## config.mk

```make
export PLATFORM = sky130hd
export DESIGN_NAME = kmse_scan_encoder
export DESIGN_NICKNAME = d
export VERILOG_FILES = /design/src/kmse_pkg.sv /design/src/kmse_code_rom.sv /design/src/kmse_strobe_gen.sv /design/src/kmse_scan_encoder.sv
export SDC_FILE = /design/constraint.sdc
export NUM_CORES = 1
export LEC_CHECK = 0
export ABC_AREA = 0
export BUFFER_PORTS_ARGS = -buffer_cell sky130_fd_sc_hd__buf_2
export CORE_UTILIZATION = 40
export CTS_CLUSTER_SIZE = 12
export DETAILED_ROUTE_END_ITERATION = 6
export PLACE_DENSITY = 0.72
export SLEW_MARGIN = 25
export SYNTH_ARGS = -nofsm -noshare
export SYNTH_HDL_FRONTEND = slang
export SYNTH_SLANG_ARGS = --single-unit
```

## constraint.sdc

```tcl
create_clock -name clk -period 2.2 [get_ports clk]
set_input_delay 0.44 -clock clk [delete_from_list [all_inputs] [get_ports clk]]
set_output_delay 0.44 -clock clk [all_outputs]
set_load 0.005 [all_outputs]
```

## src/kmse_pkg.sv

```systemverilog
// kmse_pkg: constants and carrier types of the keyboard matrix scan encoder
package kmse_pkg;

  // ------------------------------------------------------------------
  // clock and timing
  // ------------------------------------------------------------------
  localparam int CLK_MHZ = 100;
  localparam int PHASE_PERIOD_NS = 6000;
  localparam int PHASE_PULSE_NS = 1500;
  localparam int STROBE_NS = 6000;
  localparam int SENSE_MIN_NS = 1500;
  localparam int REPEAT_PERIOD_US = 60000;
  localparam int PHASE_PERIOD_CYC = PHASE_PERIOD_NS * CLK_MHZ / 1000;
  localparam int PHASE_PULSE_CYC = (PHASE_PULSE_NS * CLK_MHZ + 999) / 1000;
  localparam int PHASE2_START_CYC = PHASE_PERIOD_CYC / 2;
  localparam int STROBE_CYC = (STROBE_NS * CLK_MHZ + 999) / 1000;
  localparam int SENSE_MIN_CYC = (SENSE_MIN_NS * CLK_MHZ) / 1000;
  localparam int REPEAT_TICKS = REPEAT_PERIOD_US * 1000 / PHASE_PERIOD_NS;

  // ------------------------------------------------------------------
  // matrix layout
  // ------------------------------------------------------------------
  localparam logic [3:0] FUNC_COL = 4'hf;
  localparam logic [3:0] SPECIAL_COL = 4'he;
  localparam int FN_SHIFT = 0;
  localparam int FN_LOCK = 1;
  localparam int FN_UPPER = 2;
  localparam int FN_CTRL = 3;
  localparam int FN_REPEAT = 4;
  localparam int FN_LOCAL = 5;
  localparam int FN_RESET = 6;
  localparam int FN_BREAK = 7;
  localparam int FN_COUNT = 8;

  // ------------------------------------------------------------------
  // register map
  // ------------------------------------------------------------------
  localparam logic [11:0] KEY_DATA_OFS = 12'h000;
  localparam logic [11:0] STATUS_OFS = 12'h004;
  localparam logic [11:0] CONTROL_OFS = 12'h008;
  localparam int KD_READY_BIT = 8;
  localparam int ST_THRESH_BIT = 3;
  localparam int ST_FN_LSB = 4;
  localparam int ST_REPEAT_BIT = 12;
  localparam int ST_STROBE_BIT = 13;
  localparam int CTL_SCAN_EN_BIT = 0;
  localparam int CTL_REPEAT_EN_BIT = 1;
  localparam logic [1:0] CONTROL_RESET = 2'h3;

  // ------------------------------------------------------------------
  // types
  // ------------------------------------------------------------------
  typedef enum logic [2:0] {
    KMSE_IDLE = 3'h0,
    KMSE_PENDING = 3'h1,
    KMSE_CONFIRM = 3'h3,
    KMSE_LOAD = 3'h2,
    KMSE_HELD = 3'h6
  } kmse_state_t;

  typedef struct packed {
    logic psel;
    logic penable;
    logic pwrite;
    logic [11:0] paddr;
    logic [31:0] pwdata;
  } kmse_apb_req_t;

endpackage : kmse_pkg

```

## src/kmse_code_rom.sv

```systemverilog
// kmse_code_rom: encoding table giving the upper nibble of a key code
`timescale 1ns/1ps
module kmse_code_rom (
  input wire logic clk,
  input wire logic reset_n,
  input wire logic [6:0] addr,
  output logic [3:0] data_ff
);
  import kmse_pkg::*;

  logic [3:0] nxt_data;

  // ------------------------------------------------------------------
  // table: addr = {shift, upper, ctrl, column}
  // ------------------------------------------------------------------
  always_comb begin
    nxt_data = 4'h0;
    if (addr[3:0] == SPECIAL_COL) begin
      nxt_data = 4'h8;
    end else if (addr[3:0] == FUNC_COL) begin
      nxt_data = 4'h0;
    end else if (addr[3] == 1'b0) begin
      if (addr[4]) begin
        nxt_data = addr[0] ? 4'h1 : 4'h0;
      end else if (addr[6] || addr[5]) begin
        nxt_data = addr[0] ? 4'h5 : 4'h4;
      end else begin
        nxt_data = addr[0] ? 4'h7 : 4'h6;
      end
    end else if (addr[3:2] == 2'h2) begin
      nxt_data = addr[6] ? 4'h2 : 4'h3;
    end else begin
      nxt_data = 4'h2;
    end
  end

  always_ff @(posedge clk or negedge reset_n) begin
    if (!reset_n) begin
      data_ff <= 4'h0;
    end else begin
      data_ff <= nxt_data;
    end
  end

endmodule : kmse_code_rom

```

## src/kmse_strobe_gen.sv

```systemverilog
// kmse_strobe_gen: one fixed-width ready pulse per trigger
`timescale 1ns/1ps
module kmse_strobe_gen (
  input wire logic clk,
  input wire logic reset_n,
  input wire logic trigger,
  output logic strobe_ff
);
  import kmse_pkg::*;

  localparam logic [9:0] WIDTH = 10'(STROBE_CYC);

  logic [9:0] cnt_ff;

  // ------------------------------------------------------------------
  // pulse timer, a new trigger restarts the pulse
  // ------------------------------------------------------------------
  always_ff @(posedge clk or negedge reset_n) begin
    if (!reset_n) begin
      cnt_ff <= 10'h000;
      strobe_ff <= 1'b0;
    end else if (trigger) begin
      cnt_ff <= WIDTH - 10'h001;
      strobe_ff <= 1'b1;
    end else if (cnt_ff != 10'h000) begin
      cnt_ff <= cnt_ff - 10'h001;
    end else begin
      strobe_ff <= 1'b0;
    end
  end

endmodule : kmse_strobe_gen

```

## src/kmse_scan_encoder.sv

```systemverilog
// kmse_scan_encoder: key matrix scanner, sequence detector and code latch
//
// Contract
// - matrix is sixteen columns by sixteen rows
// - at most one column driven at a time
// - pressed key at selected address gives detection
// - reject spurious hits, service closures in order
// - no closure: threshold control selects high threshold
// - valid closure: threshold control selects low threshold
// - each valid closure loads the output latch
// - low code nibble is the row count
// - high nibble from table by column and modifiers
// - latch load fires a 6 us ready strobe
// - latch holds eight code bits, ascii below
// - top code bit marks special control characters
// - repeat counts only with repeat and held key
// - repeat pulse restrobes and inhibits sequence detector
// - repeat operation blocks further latch loads
// - function column decodes flags and connector outputs
// - shift, upper case, control address the table
// - two non-overlapping phases, 6 us, 1.5 us low
// - all rows scanned before column advances
// - key needs detection on two consecutive scans
// - detection must last over 1.5 us
`timescale 1ns/1ps
module kmse_scan_encoder #(
  parameter int REPEAT_TICKS_P = kmse_pkg::REPEAT_TICKS
) (
  input wire logic clk,
  input wire logic reset_n,
  input kmse_pkg::kmse_apb_req_t apb_req,
  output logic [31:0] prdata_ff,
  output logic pready_ff,
  output logic pslverr_ff,
  input wire logic key_sense_n,
  output logic [15:0] col_drive_n_ff,
  output logic [3:0] row_sel_ff,
  output logic kbd_phase1_n_ff,
  output logic kbd_phase2_n_ff,
  output logic sense_threshold_ctl_ff,
  output logic [7:0] key_code_bits_ff,
  output logic kbd_strobe_ff,
  output logic local_mode_ff,
  output logic reset_req_ff,
  output logic break_request_out_ff
);
  import kmse_pkg::*;

  localparam logic [9:0] PH_LAST = 10'(PHASE_PERIOD_CYC - 1);
  localparam logic [9:0] PH_PULSE = 10'(PHASE_PULSE_CYC);
  localparam logic [9:0] PH2_START = 10'(PHASE2_START_CYC);
  localparam logic [9:0] PH2_END = 10'(PHASE2_START_CYC + PHASE_PULSE_CYC);
  localparam logic [7:0] SENSE_MIN = 8'(SENSE_MIN_CYC);
  localparam logic [15:0] REP_LAST = 16'(REPEAT_TICKS_P - 1);

  // ------------------------------------------------------------------
  // declarations
  // ------------------------------------------------------------------
  logic [9:0] ph_ff;
  logic [7:0] scan_ff, low_cnt_ff, addr_ff;
  logic [3:0] col, row, rom_data;
  logic sense_s1_ff, sense_s2_ff, hit_ff, data_ready_ff;
  kmse_state_t state_ff, nxt_state;
  logic [FN_COUNT-1:0] fn_acc_ff, fn_ff;
  logic step, at_addr, fn_commit, load;
  logic repeat_active, repeat_pulse;
  logic [15:0] rep_cnt_ff;
  logic [6:0] rom_addr;
  logic [1:0] control_ff;
  logic scan_en, repeat_en;
  logic apb_setup, apb_access, apb_write, apb_read_key;
  logic [31:0] nxt_rdata;
  logic nxt_slverr;

  assign col = scan_ff[7:4];
  assign row = scan_ff[3:0];
  assign scan_en = control_ff[CTL_SCAN_EN_BIT];
  assign repeat_en = control_ff[CTL_REPEAT_EN_BIT];

  // ------------------------------------------------------------------
  // two-phase keyboard timing
  // ------------------------------------------------------------------
  assign step = (ph_ff == PH_LAST);

  always_ff @(posedge clk or negedge reset_n) begin
    if (!reset_n) begin
      ph_ff <= PH_LAST;
    end else if (step) begin
      ph_ff <= 10'h000;
    end else begin
      ph_ff <= ph_ff + 10'h001;
    end
  end

  always_ff @(posedge clk or negedge reset_n) begin
    if (!reset_n) begin
      kbd_phase1_n_ff <= 1'b1;
      kbd_phase2_n_ff <= 1'b1;
    end else begin
      kbd_phase1_n_ff <= !(step || ph_ff < PH_PULSE - 10'h001);
      kbd_phase2_n_ff <= !(ph_ff >= PH2_START - 10'h001 &&
                           ph_ff < PH2_END - 10'h001);
    end
  end

  // ------------------------------------------------------------------
  // column and row scanner
  // ------------------------------------------------------------------
  always_ff @(posedge clk or negedge reset_n) begin
    if (!reset_n) begin
      scan_ff <= 8'h00;
      row_sel_ff <= 4'h0;
    end else if (step && scan_en) begin
      scan_ff <= scan_ff + 8'h01;
      row_sel_ff <= row + 4'h1;
    end
  end

  always_ff @(posedge clk or negedge reset_n) begin
    if (!reset_n) begin
      col_drive_n_ff <= 16'hffff;
    end else if (scan_en && !step && ph_ff >= PH_PULSE - 10'h001) begin
      col_drive_n_ff <= ~(16'h0001 << col);
    end else begin
      col_drive_n_ff <= 16'hffff;
    end
  end

  // ------------------------------------------------------------------
  // sense input: synchroniser and width filter
  // ------------------------------------------------------------------
  always_ff @(posedge clk or negedge reset_n) begin
    if (!reset_n) begin
      sense_s1_ff <= 1'b1;
      sense_s2_ff <= 1'b1;
    end else begin
      sense_s1_ff <= key_sense_n;
      sense_s2_ff <= sense_s1_ff;
    end
  end

  always_ff @(posedge clk or negedge reset_n) begin
    if (!reset_n) begin
      low_cnt_ff <= 8'h00;
    end else if (step || sense_s2_ff) begin
      low_cnt_ff <= 8'h00;
    end else if (low_cnt_ff != 8'hff) begin
      low_cnt_ff <= low_cnt_ff + 8'h01;
    end
  end

  always_ff @(posedge clk or negedge reset_n) begin
    if (!reset_n) begin
      hit_ff <= 1'b0;
    end else if (step) begin
      hit_ff <= 1'b0;
    end else if (!sense_s2_ff && low_cnt_ff == SENSE_MIN) begin
      hit_ff <= 1'b1;
    end
  end

  // ------------------------------------------------------------------
  // function column latch and decoder
  // ------------------------------------------------------------------
  assign fn_commit = step && scan_en && col == FUNC_COL && row == 4'hf;

  generate
    for (genvar i = 0; i < FN_COUNT; i++) begin : g_fn
      always_ff @(posedge clk or negedge reset_n) begin
        if (!reset_n) begin
          fn_acc_ff[i] <= 1'b0;
          fn_ff[i] <= 1'b0;
        end else if (fn_commit) begin
          fn_acc_ff[i] <= 1'b0;
          fn_ff[i] <= fn_acc_ff[i];
        end else if (step && scan_en && col == FUNC_COL &&
                     row == 4'(i) && hit_ff) begin
          fn_acc_ff[i] <= 1'b1;
        end
      end
    end
  endgenerate

  always_ff @(posedge clk or negedge reset_n) begin
    if (!reset_n) begin
      local_mode_ff <= 1'b0;
      reset_req_ff <= 1'b0;
      break_request_out_ff <= 1'b0;
    end else begin
      local_mode_ff <= fn_ff[FN_LOCAL];
      reset_req_ff <= fn_ff[FN_RESET];
      break_request_out_ff <= fn_ff[FN_BREAK];
    end
  end

  // ------------------------------------------------------------------
  // sequence detector
  // ------------------------------------------------------------------
  assign at_addr = step && (scan_ff == addr_ff);

  always_comb begin
    nxt_state = state_ff;
    case (state_ff)
      KMSE_IDLE: begin
        if (step && scan_en && hit_ff && col != FUNC_COL &&
            !repeat_active) begin
          nxt_state = KMSE_PENDING;
        end
      end
      KMSE_PENDING: begin
        if (at_addr) begin
          nxt_state = hit_ff ? KMSE_CONFIRM : KMSE_IDLE;
        end
      end
      KMSE_CONFIRM: begin
        nxt_state = KMSE_LOAD;
      end
      KMSE_LOAD: begin
        nxt_state = KMSE_HELD;
      end
      KMSE_HELD: begin
        if (at_addr && !hit_ff) begin
          nxt_state = KMSE_IDLE;
        end
      end
      default: begin
        nxt_state = KMSE_IDLE;
      end
    endcase
    if (!scan_en) begin
      nxt_state = KMSE_IDLE;
    end
  end

  always_ff @(posedge clk or negedge reset_n) begin
    if (!reset_n) begin
      state_ff <= KMSE_IDLE;
      addr_ff <= 8'h00;
    end else begin
      state_ff <= nxt_state;
      if (state_ff == KMSE_IDLE && nxt_state == KMSE_PENDING) begin
        addr_ff <= scan_ff;
      end
    end
  end

  always_ff @(posedge clk or negedge reset_n) begin
    if (!reset_n) begin
      sense_threshold_ctl_ff <= 1'b1;
    end else begin
      sense_threshold_ctl_ff <= (nxt_state == KMSE_IDLE ||
                                 nxt_state == KMSE_PENDING);
    end
  end

  // ------------------------------------------------------------------
  // repeat counter
  // ------------------------------------------------------------------
  assign repeat_active = repeat_en && fn_ff[FN_REPEAT] &&
                         state_ff == KMSE_HELD;
  assign repeat_pulse = repeat_active && step && rep_cnt_ff == REP_LAST &&
                        nxt_state == KMSE_HELD;

  always_ff @(posedge clk or negedge reset_n) begin
    if (!reset_n) begin
      rep_cnt_ff <= 16'h0000;
    end else if (!repeat_active || repeat_pulse) begin
      rep_cnt_ff <= 16'h0000;
    end else if (step) begin
      rep_cnt_ff <= rep_cnt_ff + 16'h0001;
    end
  end

  // ------------------------------------------------------------------
  // encoding table, output latch and strobe
  // ------------------------------------------------------------------
  assign rom_addr = {fn_ff[FN_SHIFT] | fn_ff[FN_LOCK], fn_ff[FN_UPPER],
                     fn_ff[FN_CTRL], addr_ff[7:4]};
  assign load = (state_ff == KMSE_LOAD) && !repeat_active;

  kmse_code_rom u_rom (
    .clk(clk),
    .reset_n(reset_n),
    .addr(rom_addr),
    .data_ff(rom_data)
  );

  always_ff @(posedge clk or negedge reset_n) begin
    if (!reset_n) begin
      key_code_bits_ff <= 8'h00;
    end else if (load) begin
      key_code_bits_ff <= {rom_data, addr_ff[3:0]};
    end
  end

  kmse_strobe_gen u_strobe (
    .clk(clk),
    .reset_n(reset_n),
    .trigger(load || repeat_pulse),
    .strobe_ff(kbd_strobe_ff)
  );

  // ------------------------------------------------------------------
  // apb slave
  // ------------------------------------------------------------------
  assign apb_setup = apb_req.psel && !apb_req.penable;
  assign apb_access = apb_req.psel && apb_req.penable && pready_ff;
  assign apb_write = apb_access && apb_req.pwrite;
  assign apb_read_key = apb_access && !apb_req.pwrite &&
                        apb_req.paddr == KEY_DATA_OFS;

  always_comb begin
    nxt_rdata = 32'h00000000;
    nxt_slverr = 1'b0;
    case (apb_req.paddr)
      KEY_DATA_OFS: begin
        nxt_rdata[7:0] = key_code_bits_ff;
        nxt_rdata[KD_READY_BIT] = data_ready_ff;
      end
      STATUS_OFS: begin
        nxt_rdata[2:0] = state_ff;
        nxt_rdata[ST_THRESH_BIT] = sense_threshold_ctl_ff;
        nxt_rdata[ST_FN_LSB +: FN_COUNT] = fn_ff;
        nxt_rdata[ST_REPEAT_BIT] = repeat_active;
        nxt_rdata[ST_STROBE_BIT] = kbd_strobe_ff;
      end
      CONTROL_OFS: begin
        nxt_rdata[1:0] = control_ff;
      end
      default: begin
        nxt_slverr = 1'b1;
      end
    endcase
    if (apb_req.pwrite) begin
      nxt_rdata = 32'h00000000;
    end
  end

  always_ff @(posedge clk or negedge reset_n) begin
    if (!reset_n) begin
      pready_ff <= 1'b0;
      pslverr_ff <= 1'b0;
      prdata_ff <= 32'h00000000;
    end else begin
      pready_ff <= apb_setup;
      pslverr_ff <= apb_setup && nxt_slverr;
      prdata_ff <= apb_setup ? nxt_rdata : 32'h00000000;
    end
  end

  always_ff @(posedge clk or negedge reset_n) begin
    if (!reset_n) begin
      control_ff <= CONTROL_RESET;
    end else if (apb_write && apb_req.paddr == CONTROL_OFS) begin
      control_ff <= apb_req.pwdata[1:0];
    end
  end

  always_ff @(posedge clk or negedge reset_n) begin
    if (!reset_n) begin
      data_ready_ff <= 1'b0;
    end else if (load || repeat_pulse) begin
      data_ready_ff <= 1'b1;
    end else if (apb_read_key) begin
      data_ready_ff <= 1'b0;
    end
  end

endmodule : kmse_scan_encoder

```

=== Word-level counts from Yosys, hierarchy flattened ===
Cells that the tools add are included.

* Output and inout port bits: 69
* Flip-flop bits (word level): 140
* Word-level logic and storage cells: 210

* Add/sub/neg operators: 6
* Bitwise operators: 2
* Shifts and indexed selects: 1
* $lt $le $gt $ge: 4
* Equality and inequality tests: 27
* Reductions and logical operators: 76
* Multiplexer cells: 52

{| class="wikitable"
|+ Operators by type and width
! cell !! count
|-
| 2-to-1 mux 16 bit || 3
|-
| logical AND 1 bit || 43
|-
| 2-to-1 mux 10 bit || 3
|-
| 2-to-1 mux 14 bit || 2
|-
| 2-to-1 mux 1 bit || 27
|-
| nonzero test 2 bit || 13
|-
| 2-to-1 mux 4 bit || 6
|-
| adder 16 x 1 -> 16 bit (second input constant) || 1
|-
| adder 8 x 1 -> 8 bit (second input constant) || 2
|-
| equality test 16 x 14 -> 1 bit (second input constant) || 1
|-
| equality test 4 x 3 -> 1 bit (second input constant) || 4
|-
| equality test 4 bit (second input constant) || 4
|-
| 2-to-1 mux 8 bit || 2
|-
| NOT 16 bit || 1
|-
| left shift 1 x 4 -> 16 bit (first input constant) || 1
|-
| case mux 3 bit (5 select lines) || 1
|-
| case mux 7 bit (2 select lines) || 1
|-
| equality test 12 x 3 -> 1 bit (second input constant) || 1
|-
| equality test 12 x 4 -> 1 bit (second input constant) || 1
|-
| logical NOT 12 bit || 1
|-
| 2-to-1 mux 3 bit || 4
|-
| adder 10 x 1 -> 10 bit (second input constant) || 1
|-
| equality test 10 bit (second input constant) || 1
|-
| greater-or-equal comparator 10 x 8 -> 1 bit (second input constant) || 1
|-
| 26 further kinds || 43
|}

=== Depth between registers and ports, before layout ===
Gate-level depths: netlist (run 1).

* Depth in word-level cells: 12
* Gate-level depth with buffers: 7

=== Modules after synthesis ===
Synthesis (run 1) repeated with hierarchy kept, for this count alone.

* Cells, all modules: 574
* Area total of the unflattened synthesis: 6351.1 sq um

{| class="wikitable"
|+ By module, submodules not included
! module !! cells each !! times used !! area an instance (sq um)
|-
| kmse_scan_encoder || 505 || 1 || 5610.4
|-
| kmse_strobe_gen || 58 || 1 || 596.8
|-
| kmse_code_rom || 11 || 1 || 143.9
|}

=== Worst setup path before layout (run 1) ===
OpenSTA, ideal clock, no wires.

* Path kind: register to register
* Start point: register ph_ff[0]
* End point: register fn_ff[0]
* Data arrival time: 2.128 ns
* Setup time: 0.127 ns
* Required time: 2.073 ns
* Buffers on the path: 1
* Cell stages (with the launch flop): 7
* Setup slack: -0.055 ns
* Cells stage by stage: dfstp_2 -> ha_1 -> and4b_1 -> nand4_4 -> nor3_4 -> buf_6 -> mux2_1

* Word-level cells in the longest chain between the ends: 4

{| class="wikitable"
|+ RTL lines
! element !! RTL line !! RTL
|-
| start: declaration || kmse_scan_encoder.sv:59 || <nowiki>logic [9:0] ph_ff;</nowiki>
|-
| start signal: assignment || kmse_scan_encoder.sv:91 || <nowiki>ph_ff <= ph_ff + 10'h001;</nowiki>
|-
| equality test 10 bit || kmse_scan_encoder.sv:83 || <nowiki>assign step = (ph_ff == PH_LAST);</nowiki>
|-
| logical AND 1 bit (3 in series) || kmse_scan_encoder.sv:165 || <nowiki>assign fn_commit = step && scan_en && col == FUNC_COL && row == 4'hf;</nowiki>
|-
| end signal: indexed assignment || kmse_scan_encoder.sv:175 || <nowiki>fn_ff[i] <= fn_acc_ff[i];</nowiki>
|-
| end: declaration || kmse_scan_encoder.sv:64 || <nowiki>logic [FN_COUNT-1:0] fn_acc_ff, fn_ff;</nowiki>
|}

No other way between the ends.
A chain may end at the register's enable or synchronous reset.

=== Final worst setup path (run 1) ===
* Start point: register ph_ff[0]
* End point: register addr_ff[5]

* Word-level cells in the longest chain between the ends: 10
* Elaborated cells between the ends (all ways): 14
* Classes of those cells: 2 x eq/ne; 5 x mux; 7 x reduce/logical

{| class="wikitable"
|+ RTL lines
! element !! RTL line !! RTL
|-
| equality test 10 bit * || kmse_scan_encoder.sv:83 ||
|-
| logical AND 1 bit (4 in series) || kmse_scan_encoder.sv:205 || <nowiki>if (step && scan_en && hit_ff && col != FUNC_COL &&</nowiki>
|-
| 2-to-1 mux 3 bit || kmse_scan_encoder.sv:205 ||
|-
| case mux 3 bit (5 select lines) * || kmse_scan_encoder.sv:203 || <nowiki>case (state_ff)</nowiki>
|-
| 2-to-1 mux 3 bit * || kmse_scan_encoder.sv:230 || <nowiki>if (!scan_en) begin</nowiki>
|-
| equality test 3 x 1 -> 1 bit * || kmse_scan_encoder.sv:241 || <nowiki>if (state_ff == KMSE_IDLE && nxt_state == KMSE_PENDING) begin</nowiki>
|-
| logical AND 1 bit * || kmse_scan_encoder.sv:241 ||
|-
| end signal: assignment || kmse_scan_encoder.sv:242 || <nowiki>addr_ff <= scan_ff;</nowiki>
|-
| end: declaration || kmse_scan_encoder.sv:60 || <nowiki>logic [7:0] scan_ff, low_cnt_ff, addr_ff;</nowiki>
|}

Mark *: on every way between the ends. The rest lies on a longest branch, timed or not.

==> flow_metrics.tcl, run 1 <==
set metrics [dict create \
    critical_path_peak_fanout 9 \
    antenna_found_initial 0 \
    initial_core_util_pct 41.33 \
    syn_to_final_growth_pct 20.60 \
    vias 4550 \
    synth-seq-area-share_pct 54.14 \
    synth_top_cells_by_area "sky130_fd_sc_hd__dfrtp_1, sky130_fd_sc_hd__dfstp_2, sky130_fd_sc_hd__mux2_2, sky130_fd_sc_hd__nor2_1, sky130_fd_sc_hd__xor2_1" \
    synth_edf_count 0 \
    max_cap_viol_count 0 \
    core_area_um2 15370 \
    number_of_levels_the_h_tree_was_split_into 4 \
    cp_data_required_time_ns 2.50 \
    synthesized_netlist_cell_count 579 \
    grt_setup_unrepaired "no" \
    static-leakage-power_nw 3.687 \
    finish.net_count 738 \
    vdd_ir_drop_max_uv 626.9 \
    report.final.slew_viol_count 0 \
    grt_remaining_overflow 0 \
    post-place-cells 868 \
    io_buffers 70 \
    ys.flop_type "sky130_fd_sc_hd__dfrtp_1" \
    period_share_pct 96.53 \
    first_pass_iters 5 \
    netlist.top_cell.by_area "sky130_fd_sc_hd__dfrtp_1" \
    grt_max_degree 53 \
    worstMarginPinSlew_ns 0.5148 \
    floorplan.io_pins 119 \
    data_arrival_time_of_the_critical_path_ns 2.43 \
    reg2reg_to "addr_ff[5]" \
    detailedRoute.firstIterationViolations 184 \
    yosysWarningCount 0 \
    layout-drive-gt1-share_pct 31.45 \
    routed_via_density 5.050 \
    wirelength_mm 13.02 \
    cts_buffers 17 \
    fmaxAchievable_mhz 470.9 \
    critical_path.reg2reg.startpoint "ph_ff[0]" \
    worstSetupEndpoint "addr_ff[5]" \
    cts_num_sinks 136 \
    overall_track_demand_over_capacity_in_global_routing_pct 17.42 \
    hpwlAfterDp_mm 9.284 \
    ff2ff_path_depth 5 \
    path_class "flip-flop to flip-flop" \
    post_cts_repair_setup_buffers 0 \
    layoutNonFillerInstCount 901 \
    global_route_wire_length_before_repair_mm 22.18 \
    total_power_mw 5.271 \
    clk_pin_slew_ns 0.06 \
    finalHoldViolCount 0 \
    timing.hold.worst.class "input port to flip-flop" \
    critical_path.startpoint_type "flip-flop" \
    place_congestion 0.8249 \
    synthesis.area_per_instance_um2 10.97 \
    clock_tree_from_tritoncts "built" \
    antenna-diode-count 0 \
    cts_max_path_buffers 2 \
    placementRows 45 \
    run_status "complete, no violations" \
    timing.slew.headroom_pct 65.68 \
    ys_top_cells_by_count "sky130_fd_sc_hd__dfrtp_1, sky130_fd_sc_hd__nor2_1, sky130_fd_sc_hd__nand2_1, sky130_fd_sc_hd__mux2_2, sky130_fd_sc_hd__dfstp_2" \
    powerDensity_nw_per_um2 687.9 \
    routedWlPerCell_um 14.46 \
    drc 0 \
    final_core_utilization_pct 49.85 \
    ctsRootBufferMaster "sky130_fd_sc_hd__clkbuf_16" \
    regToRegSetupSlack_ns 0.08 \
    post_synth_instance_area_um2 6354 \
    fin_crit_ns 2.124 \
    worstSkewPairLatency_ns 0.42 \
    yosys_register_bits 136 \
    library_cells_used_by_synthesis 58 \
    setup_viol 0 \
    finClkSkew_ns 0.009783 \
    grt_pass1_vias 4562 \
    end_kind "flip-flop" \
    ys_async_sr_fraction_pct 100.0 \
    setup_tns_ns 0 \
    chipWidth_um 128.0 \
    top_area_cell_type_share_of_the_netlist_area_pct 42.14 \
    remaining_number_of_nets_flagged_by_the_antenna_check_after_routing 0 \
    die_height_um 128.0 \
    yosys.cell_count.top_type "sky130_fd_sc_hd__dfrtp_1" \
    dieArea_um2 16390 \
    worst_setup_path_startpoint "ph_ff[0]" \
    holdWs_ns 0.1173 \
]
-- critical path: stages, from the launching register on --
cell	delay (ns)
sky130_fd_sc_hd__dfstp_2	0.53
sky130_fd_sc_hd__ha_1	0.16
sky130_fd_sc_hd__and4b_2	0.31
sky130_fd_sc_hd__nand4_4	0.18
sky130_fd_sc_hd__and4bb_4	0.46
sky130_fd_sc_hd__mux2_2	0.36
-- cell families (layout without fill, tap and decap cells) --
| family | after synthesis | after routing | share of synthesized area (%) |
|---|---|---|---|
| DFF | 136 | 136 | 54.14 |
| AOI/OAI and AO/OA | 47 | 47 | 4.884 |
| adders and majority gates | 11 | 11 | 2.166 |
| muxes | 38 | 38 | 6.636 |
| and+or+nand+nor | 241 | 241 | 21.07 |
| buffers and inverters | 64 | 158 | 5.396 |
| other | 1 | 18 | 0.05902 |
| xor gates and xnor gates | 41 | 41 | 5.652 |
-- registers in the layout (all words and copies together) (netlist names), 2 cells and up --
signal / cells
low_cnt_ff: 8
key_code_bits_ff: 8
control_ff: 2
u_rom.data_ff: 4
col_drive_n_ff: 16
row_sel_ff: 3
rep_cnt_ff: 16
state_ff: 3
fn_ff: 8
u_strobe.cnt_ff: 10
ph_ff: 10
prdata_ff: 14
scan_ff: 5
addr_ff: 8
fn_acc_ff: 8
-- through the flow --
stage	worst slack [ns]	cell area (um^2)
after floorplan	0.01043	6419
after global placement	0.06945	7062
after detailed placement	0.02249	7062
after CTS	0.006343	7629
after global routing	0.01191	7662
final	0.07644	7662
-- how the worst min path moves through the flow --
stage          cells past startpoint           to  slack [ns]         from
2_1_floorplan                      0   addr_ff[0]        0.14      reset_n
3_3_place_gp                       0  sense_s2_ff        0.35  sense_s1_ff
3_5_place_dp                       0  sense_s2_ff        0.35  sense_s1_ff
4_1_cts                            1  sense_s1_ff        0.10  key_sense_n
5_1_grt                            1  sense_s1_ff         0.1  key_sense_n
6_report                           1  sense_s1_ff        0.12  key_sense_n
-- area by class of cell --
cell class / instances / area, um^2
Clock inverter: 14 / 127.6
Fill cell: 1357 / 7709
Tap cell: 211 / 264.0
Multi-Input combinational cell: 396 / 2670
Timing Repair Buffer: 110 / 671.9
Clock buffer: 18 / 429.2
Sequential cell: 136 / 3440
Inverter: 16 / 60.06
-- per-layer routing --
metal | track usage, % | vias to the layer above | share of wire [%]
met4 | 6.228 | 0 | 1.2
li1 | - | 2175 | -
met2 | 29.89 | 107 | 50
met5 | 0 | - | 0
met3 | 4.215 | 16 | 3.8
met1 | 21.36 | 2252 | 45
-- cell usage in the layout, fill, tap and decap left out, types with 14 or more instances in the layout --
master	netlist	layout
sky130_fd_sc_hd__dfrtp_1	107	107
sky130_fd_sc_hd__mux2_2	30	30
sky130_fd_sc_hd__nor2_1	66	66
sky130_fd_sc_hd__nor3_1	24	24
sky130_fd_sc_hd__buf_4	23	38
sky130_fd_sc_hd__nand3_1	19	19
sky130_fd_sc_hd__conb_1	1	18
sky130_fd_sc_hd__xor2_1	24	24
sky130_fd_sc_hd__nand4_1	14	14
sky130_fd_sc_hd__clkbuf_16	0	17
sky130_fd_sc_hd__xnor2_1	17	17
sky130_fd_sc_hd__dfstp_2	29	29
sky130_fd_sc_hd__inv_1	16	16
sky130_fd_sc_hd__buf_2	7	69
sky130_fd_sc_hd__nand2_1	39	39
-- power breakdown --
group	total [mW]	switching (mW)	internal, mW
clock	2.64	1.08	1.56
combinational	0.110	0.0770	0.0326
sequential	2.52	0.00823	2.51
total	5.27	1.17	4.10
-- timing repair --
action                                 4_1_cts  5_1_grt
gates resized for setup                      0        6
setup endpoints to repair                    0       33
hold buffers                                 1        0
endpoints found under the hold margin       45        0
No activity file was read; power rests on OpenSTA's default activity.
==> inputs of run 2 (changes only) <==
Settings changed: CTS_BUF_LIST from default to sky130_fd_sc_hd__clkbuf_16.
==> run 2 against run 1 <==
  * Fmax unchanged
  * Design area unchanged
  * Power about the same
  * Largest power group unchanged
==> flow_metrics.tcl, run 2 (same netlist as run 1, synthesis figures left out) <==
set metrics [dict create \
    die_height_um 128.0 \
    worstSkewPairLatency_ns 0.42 \
    vdd_ir_drop_max_uv 627.0 \
    cts_num_sinks 136 \
    placementRows 45 \
    regToRegSetupSlack_ns 0.08 \
    overall_track_demand_over_capacity_in_global_routing_pct 17.42 \
    antenna_found_initial 0 \
    grt_remaining_overflow 0 \
    cts_buffers 17 \
    top_delay_family_on_crit_path "simple AND/OR/NAND/NOR gates" \
    max_cap_viol_count 0 \
    fmaxAchievable_mhz 470.9 \
    registers_with_the_highest_flip_flop_counts "col_drive_n_ff (16), rep_cnt_ff (16), prdata_ff (14)" \
    layout-drive-gt1-share_pct 31.45 \
    timing.slew.headroom_pct 65.68 \
    global_route_wire_length_before_repair_mm 22.18 \
    finish.net_count 738 \
    cp.buffers_inverters 0 \
    syn_to_final_growth_pct 20.60 \
    layout_common_cells "sky130_fd_sc_hd__dfrtp_1, sky130_fd_sc_hd__buf_2, sky130_fd_sc_hd__nor2_1" \
    clock_tree_from_tritoncts "built" \
    post_cts_repair_setup_buffers 0 \
    clk_pin_slew_ns 0.06 \
    initial_core_util_pct 41.33 \
    cts_max_path_buffers 2 \
    cp_data_required_time_ns 2.50 \
    timing.hold.worst.class "input port to flip-flop" \
    setup_viol 0 \
    ctsRootBufferMaster "sky130_fd_sc_hd__clkbuf_16" \
    critical_path.startpoint_type "flip-flop" \
    chipWidth_um 128.0 \
    vias 4550 \
    finalHoldViolCount 0 \
    cpPeakStageDelay_ns 0.53 \
    number_of_levels_the_h_tree_was_split_into 4 \
    critical_path_peak_fanout 9 \
    run_status "complete, no violations" \
    dieArea_um2 16390 \
    report.final.slew_viol_count 0 \
    crit_path_cell_trace "ha_1 -> and4b_2 -> nand4_4 -> and4bb_4 -> mux2_2" \
    powerDensity_nw_per_um2 687.3 \
    routedWlPerCell_um 14.46 \
    remaining_number_of_nets_flagged_by_the_antenna_check_after_routing 0 \
    period_share_pct 96.53 \
    static-leakage-power_nw 3.691 \
    most_common_library_cell_in_the_layout_ignoring_fill_and_taps "sky130_fd_sc_hd__dfrtp_1" \
    grt_max_degree 53 \
    wirelength_mm 13.02 \
    critPathSlowestCell "sky130_fd_sc_hd__dfstp_2" \
    path_class "flip-flop to flip-flop" \
    grt_setup_unrepaired "no" \
    routed_via_density 5.050 \
    worstMarginPinSlew_ns 0.5148 \
    detailedRoute.firstIterationViolations 184 \
    finClkSkew_ns 0.009940 \
    fill_cells 1357 \
    drc 0 \
    grt_pass1_vias 4562 \
    setup_tns_ns 0 \
    first_pass_iters 5 \
    io_buffers 70 \
    floorplan.io_pins 119 \
    fin_crit_ns 2.124 \
    end_kind "flip-flop" \
    hpwlAfterDp_mm 9.284 \
    data_arrival_time_of_the_critical_path_ns 2.43 \
    total_power_mw 5.266 \
    antenna-diode-count 0 \
    place_congestion 0.8249 \
    core_area_um2 15370 \
]
[run 2: timing repair]
action / 4_1_cts / 5_1_grt
hold buffers: 1 / 0
setup endpoints to repair: 0 / 33
gates resized for setup: 0 / 6
endpoints found under the hold margin: 45 / 0
[run 2: final timing paths]
path,depth (start not counted),to,from
setup / recovery,5,addr_ff[5],ph_ff[0]
hold / removal,1,sense_s1_ff,key_sense_n
setup reg to reg,5,addr_ff[5],ph_ff[0]
hold reg to reg,0,sense_s2_ff,sense_s1_ff
max in group asynchronous,3,reset_req_ff,reset_n
min in group asynchronous,2,rep_cnt_ff[15],reset_n
[run 2: through the flow]
step	hold WS (ns)	worst slack [ns]	cell area, um^2	util, %	std cells
6_report	0.1173	0.07644	7662	49.85	901
5_1_grt	0.09823	0.01191	7662	49.85	901
4_1_cts	0.1010	0.006343	7629	49.63	901
3_5_place_dp	0.3470	0.02249	7062	45.94	868
3_3_place_gp	0.3465	0.06945	7062	45.94	868
2_1_floorplan	0.1444	0.01043	6419	-	596
[run 2: per-layer routing]
layer | up-vias | GRT usage (%) | share of wire [%] | wire length (um)
li1 | 2175 | - | - | -
met1 | 2252 | 21.36 | 45 | 5811
met2 | 107 | 29.89 | 50 | 6557
met3 | 16 | 4.215 | 3.8 | 494
met4 | 0 | 6.228 | 1.2 | 161
met5 | - | 0 | 0 | 0
[run 2: cell type report]
| type | instances | area, um^2 | share of cell area, % |
|---|---|---|---|
| repair buffers | 110 | 671.9 | 8.769 |
| clock buffers | 17 | 425.4 | 5.552 |
| multi-input cells | 396 | 2670 | 34.85 |
| inverters | 16 | 60.06 | 0.7838 |
| well taps | 211 | 264.0 | 3.445 |
| clock inverters | 15 | 131.4 | 1.715 |
| flip-flops and latches | 136 | 3440 | 44.89 |
[run 2: power by group]
part           total, mW  switching (mW)  internal [mW]
combinational      0.110          0.0770         0.0326
sequential          2.52         0.00823           2.51
clock               2.63            1.08           1.55
total               5.27            1.17           4.10
==> inputs of run 3 (changes only) <==
Settings changed: CELL_PAD_IN_SITES_DETAIL_PLACEMENT from default to 1, CELL_PAD_IN_SITES_GLOBAL_PLACEMENT from default to 2, CORE_UTILIZATION 40 to 32, PLACE_DENSITY 0.72 to 0.84.
==> run 3 against run 2 <==
  * Register-to-register slack barely moved
  * Power rose by 0.95%
  * Non-clock buffer count rose by 2
  * Via count rose by 2.7%
  * Count of clock-buffer cells in the layout did not move
  * Critical path depth did not move
  * Fmax fell by 0.50%
  * Largest power group unchanged
  * Clock skew rose by 0.0011 ns
  * Highest routed layer unchanged
==> flow_metrics.tcl, run 3 (same netlist as run 1, synthesis figures left out) <==
set metrics [dict create \
    vias 4675 \
    drc 0 \
    fill_cells 2179 \
    clk_pin_slew_ns 0.06 \
    detailedRoute.firstIterationViolations 177 \
    remaining_number_of_nets_flagged_by_the_antenna_check_after_routing 0 \
    placementRows 51 \
    setup_tns_ns 0 \
    hpwlAfterDp_mm 10.99 \
    period_share_pct 97.01 \
    total_power_mw 5.316 \
    proportion_of_power_drawn_by_combinational_gates_pct 2.1 \
    swShare_pct 22.88 \
    cp.buffers_inverters 0 \
    vdd_ir_drop_max_uv 425.9 \
    dieArea_um2 20420 \
    cpPeakStageDelay_ns 0.53 \
    met1Wirelength_mm 7.052 \
    grt_setup_unrepaired "yes" \
    layout-drive-gt1-share_pct 31.21 \
    cp_data_required_time_ns 2.50 \
    critical_path_peak_fanout 9 \
    finish.net_count 740 \
    initial_core_util_pct 32.65 \
    routed_via_density 4.885 \
    chipWidth_um 142.9 \
    worstSkewPairLatency_ns 0.42 \
    global_route_wire_length_before_repair_mm 25.54 \
    max_cap_viol_count 0 \
    core_area_um2 19460 \
    cts_buffers 17 \
    grt_pass1_vias 4981 \
    report.final.slew_viol_count 0 \
    cts_num_sinks 136 \
    first_pass_iters 5 \
    fin_crit_ns 2.134 \
    postLayoutSetupSlackWorst_ns 0.06574 \
    top_delay_family_on_crit_path "simple AND/OR/NAND/NOR gates" \
    ctsRootBufferMaster "sky130_fd_sc_hd__clkbuf_16" \
    registers_with_the_highest_flip_flop_counts "col_drive_n_ff (16), rep_cnt_ff (16), prdata_ff (14)" \
    antenna-diode-count 0 \
    powerDensity_nw_per_um2 685.4 \
    place_congestion 0.7935 \
    run_status "complete, no violations" \
    clock_tree_from_tritoncts "built" \
    met3_wire_length_um 558 \
    routed-wl-met2_mm 7.630 \
    netSwitchingPower_mw 1.216 \
    clkPwrFrac_pct 50.4 \
    grt_max_degree 48 \
    overall_track_demand_over_capacity_in_global_routing_pct 16.34 \
    worstMarginPinSlew_ns 0.5397 \
    grt_remaining_overflow 0 \
    wirelength_mm 15.48 \
    place_worst_setup_slack_ns 0.009868 \
    critical_path.startpoint_type "flip-flop" \
    number_of_levels_the_h_tree_was_split_into 4 \
    highest_layer "met4" \
    path_class "flip-flop to flip-flop" \
    antenna_found_initial 0 \
    finClkSkew_ns 0.01108 \
    cts_max_path_buffers 2 \
    data_arrival_time_of_the_critical_path_ns 2.43 \
    routedWlPerCell_um 16.18 \
    io_buffers 70 \
    layout_common_cells "sky130_fd_sc_hd__dfrtp_1, sky130_fd_sc_hd__buf_2, sky130_fd_sc_hd__nor2_1" \
    timing.hold.worst.class "input port to flip-flop" \
    most_common_library_cell_in_the_layout_ignoring_fill_and_taps "sky130_fd_sc_hd__dfrtp_1" \
    syn_to_final_growth_pct 22.08 \
    finalHoldViolCount 0 \
    floorplan.io_pins 119 \
    internal-power_mw 4.100 \
    end_kind "flip-flop" \
    critPathSlowestCell "sky130_fd_sc_hd__dfstp_2" \
    static-leakage-power_nw 3.718 \
    power.sequential.fraction_pct 47.5 \
    timing.slew.headroom_pct 63.75 \
    fmaxAchievable_mhz 468.5 \
    crit_path_cell_trace "ha_1 -> and4b_2 -> nand4_4 -> and4bb_4 -> mux2_2" \
    setup_viol 0 \
    die_height_um 142.9 \
]
[run 3: through the flow]
stage	utilization (%)	cells	hold slack (ns)	cell area (um^2)
after floorplan	-	596	0.1444	6419
after global placement	36.70	922	0.3465	7142
after detailed placement	36.70	922	0.3587	7142
after CTS	39.65	955	0.1095	7717
after global routing	39.85	957	0.1043	7756
final	39.85	957	0.1239	7756
[run 3: cell type report]
| type | count | area [um^2] | area share, % |
|---|---|---|---|
| clock inverters | 15 | 127.6 | 1.645 |
| inverters | 16 | 60.06 | 0.7743 |
| clock buffers | 17 | 425.4 | 5.485 |
| multi-input cells | 396 | 2656 | 34.25 |
| flip-flops and latches | 136 | 3440 | 44.35 |
| repair buffers | 112 | 715.7 | 9.227 |
| well taps | 265 | 331.6 | 4.275 |
[run 3: metal layers]
metal  GRT usage (%)  vias to the layer above
li1                -                     2175
met1           19.97                     2378
met2           28.09                      104
met3           3.622                       18
met4           5.999                        0
met5               0                        -
[run 3: worst register-to-register path: cells and delay by family (launching register included)]
kind | cells | cell delay, ns
adder cells (fa/ha/maj) | 1 | 0.17
flip-flops | 1 | 0.53
multiplexers | 1 | 0.37
AND/OR/NAND/NOR | 3 | 0.94
[run 3: what timing repair did]
item / CTS / global route
gates resized for setup: 2 / 3
setup buffers: 0 / 2
hold buffers: 1 / 0
endpoints found under the setup margin: 3 / 29
gates cloned: 0 / 0
pin swaps: 0 / 1
endpoints found under the hold margin: 39 / 0
[run 3: power groups by stage]
stage / registers [mW] / clock network [mW] / logic, mW
2_1_floorplan: 2.56 / 0 / 0.0523
3_3_place_gp: 2.57 / 0 / 0.110
3_5_place_dp: 2.57 / 0 / 0.115
4_1_cts: 2.52 / 2.74 / 0.118
5_1_grt: 2.52 / 2.86 / 0.133
6_report: 2.52 / 2.68 / 0.114
[run 3: final timing paths]
| check | from | to | slack (ns) | cells past startpoint |
|---|---|---|---|---|
| min reg2reg | sense_s1_ff | sense_s2_ff | 0.37 | 0 |
| min in group asynchronous | reset_n | fn_ff[1] | 0.53 | 2 |
| min | key_sense_n | sense_s1_ff | 0.12 | 1 |
| max in group asynchronous | reset_n | col_drive_n_ff[6] | 0.97 | 3 |
| max reg2reg | ph_ff[0] | addr_ff[2] | 0.07 | 5 |
| max | ph_ff[0] | addr_ff[2] | 0.07 | 5 |
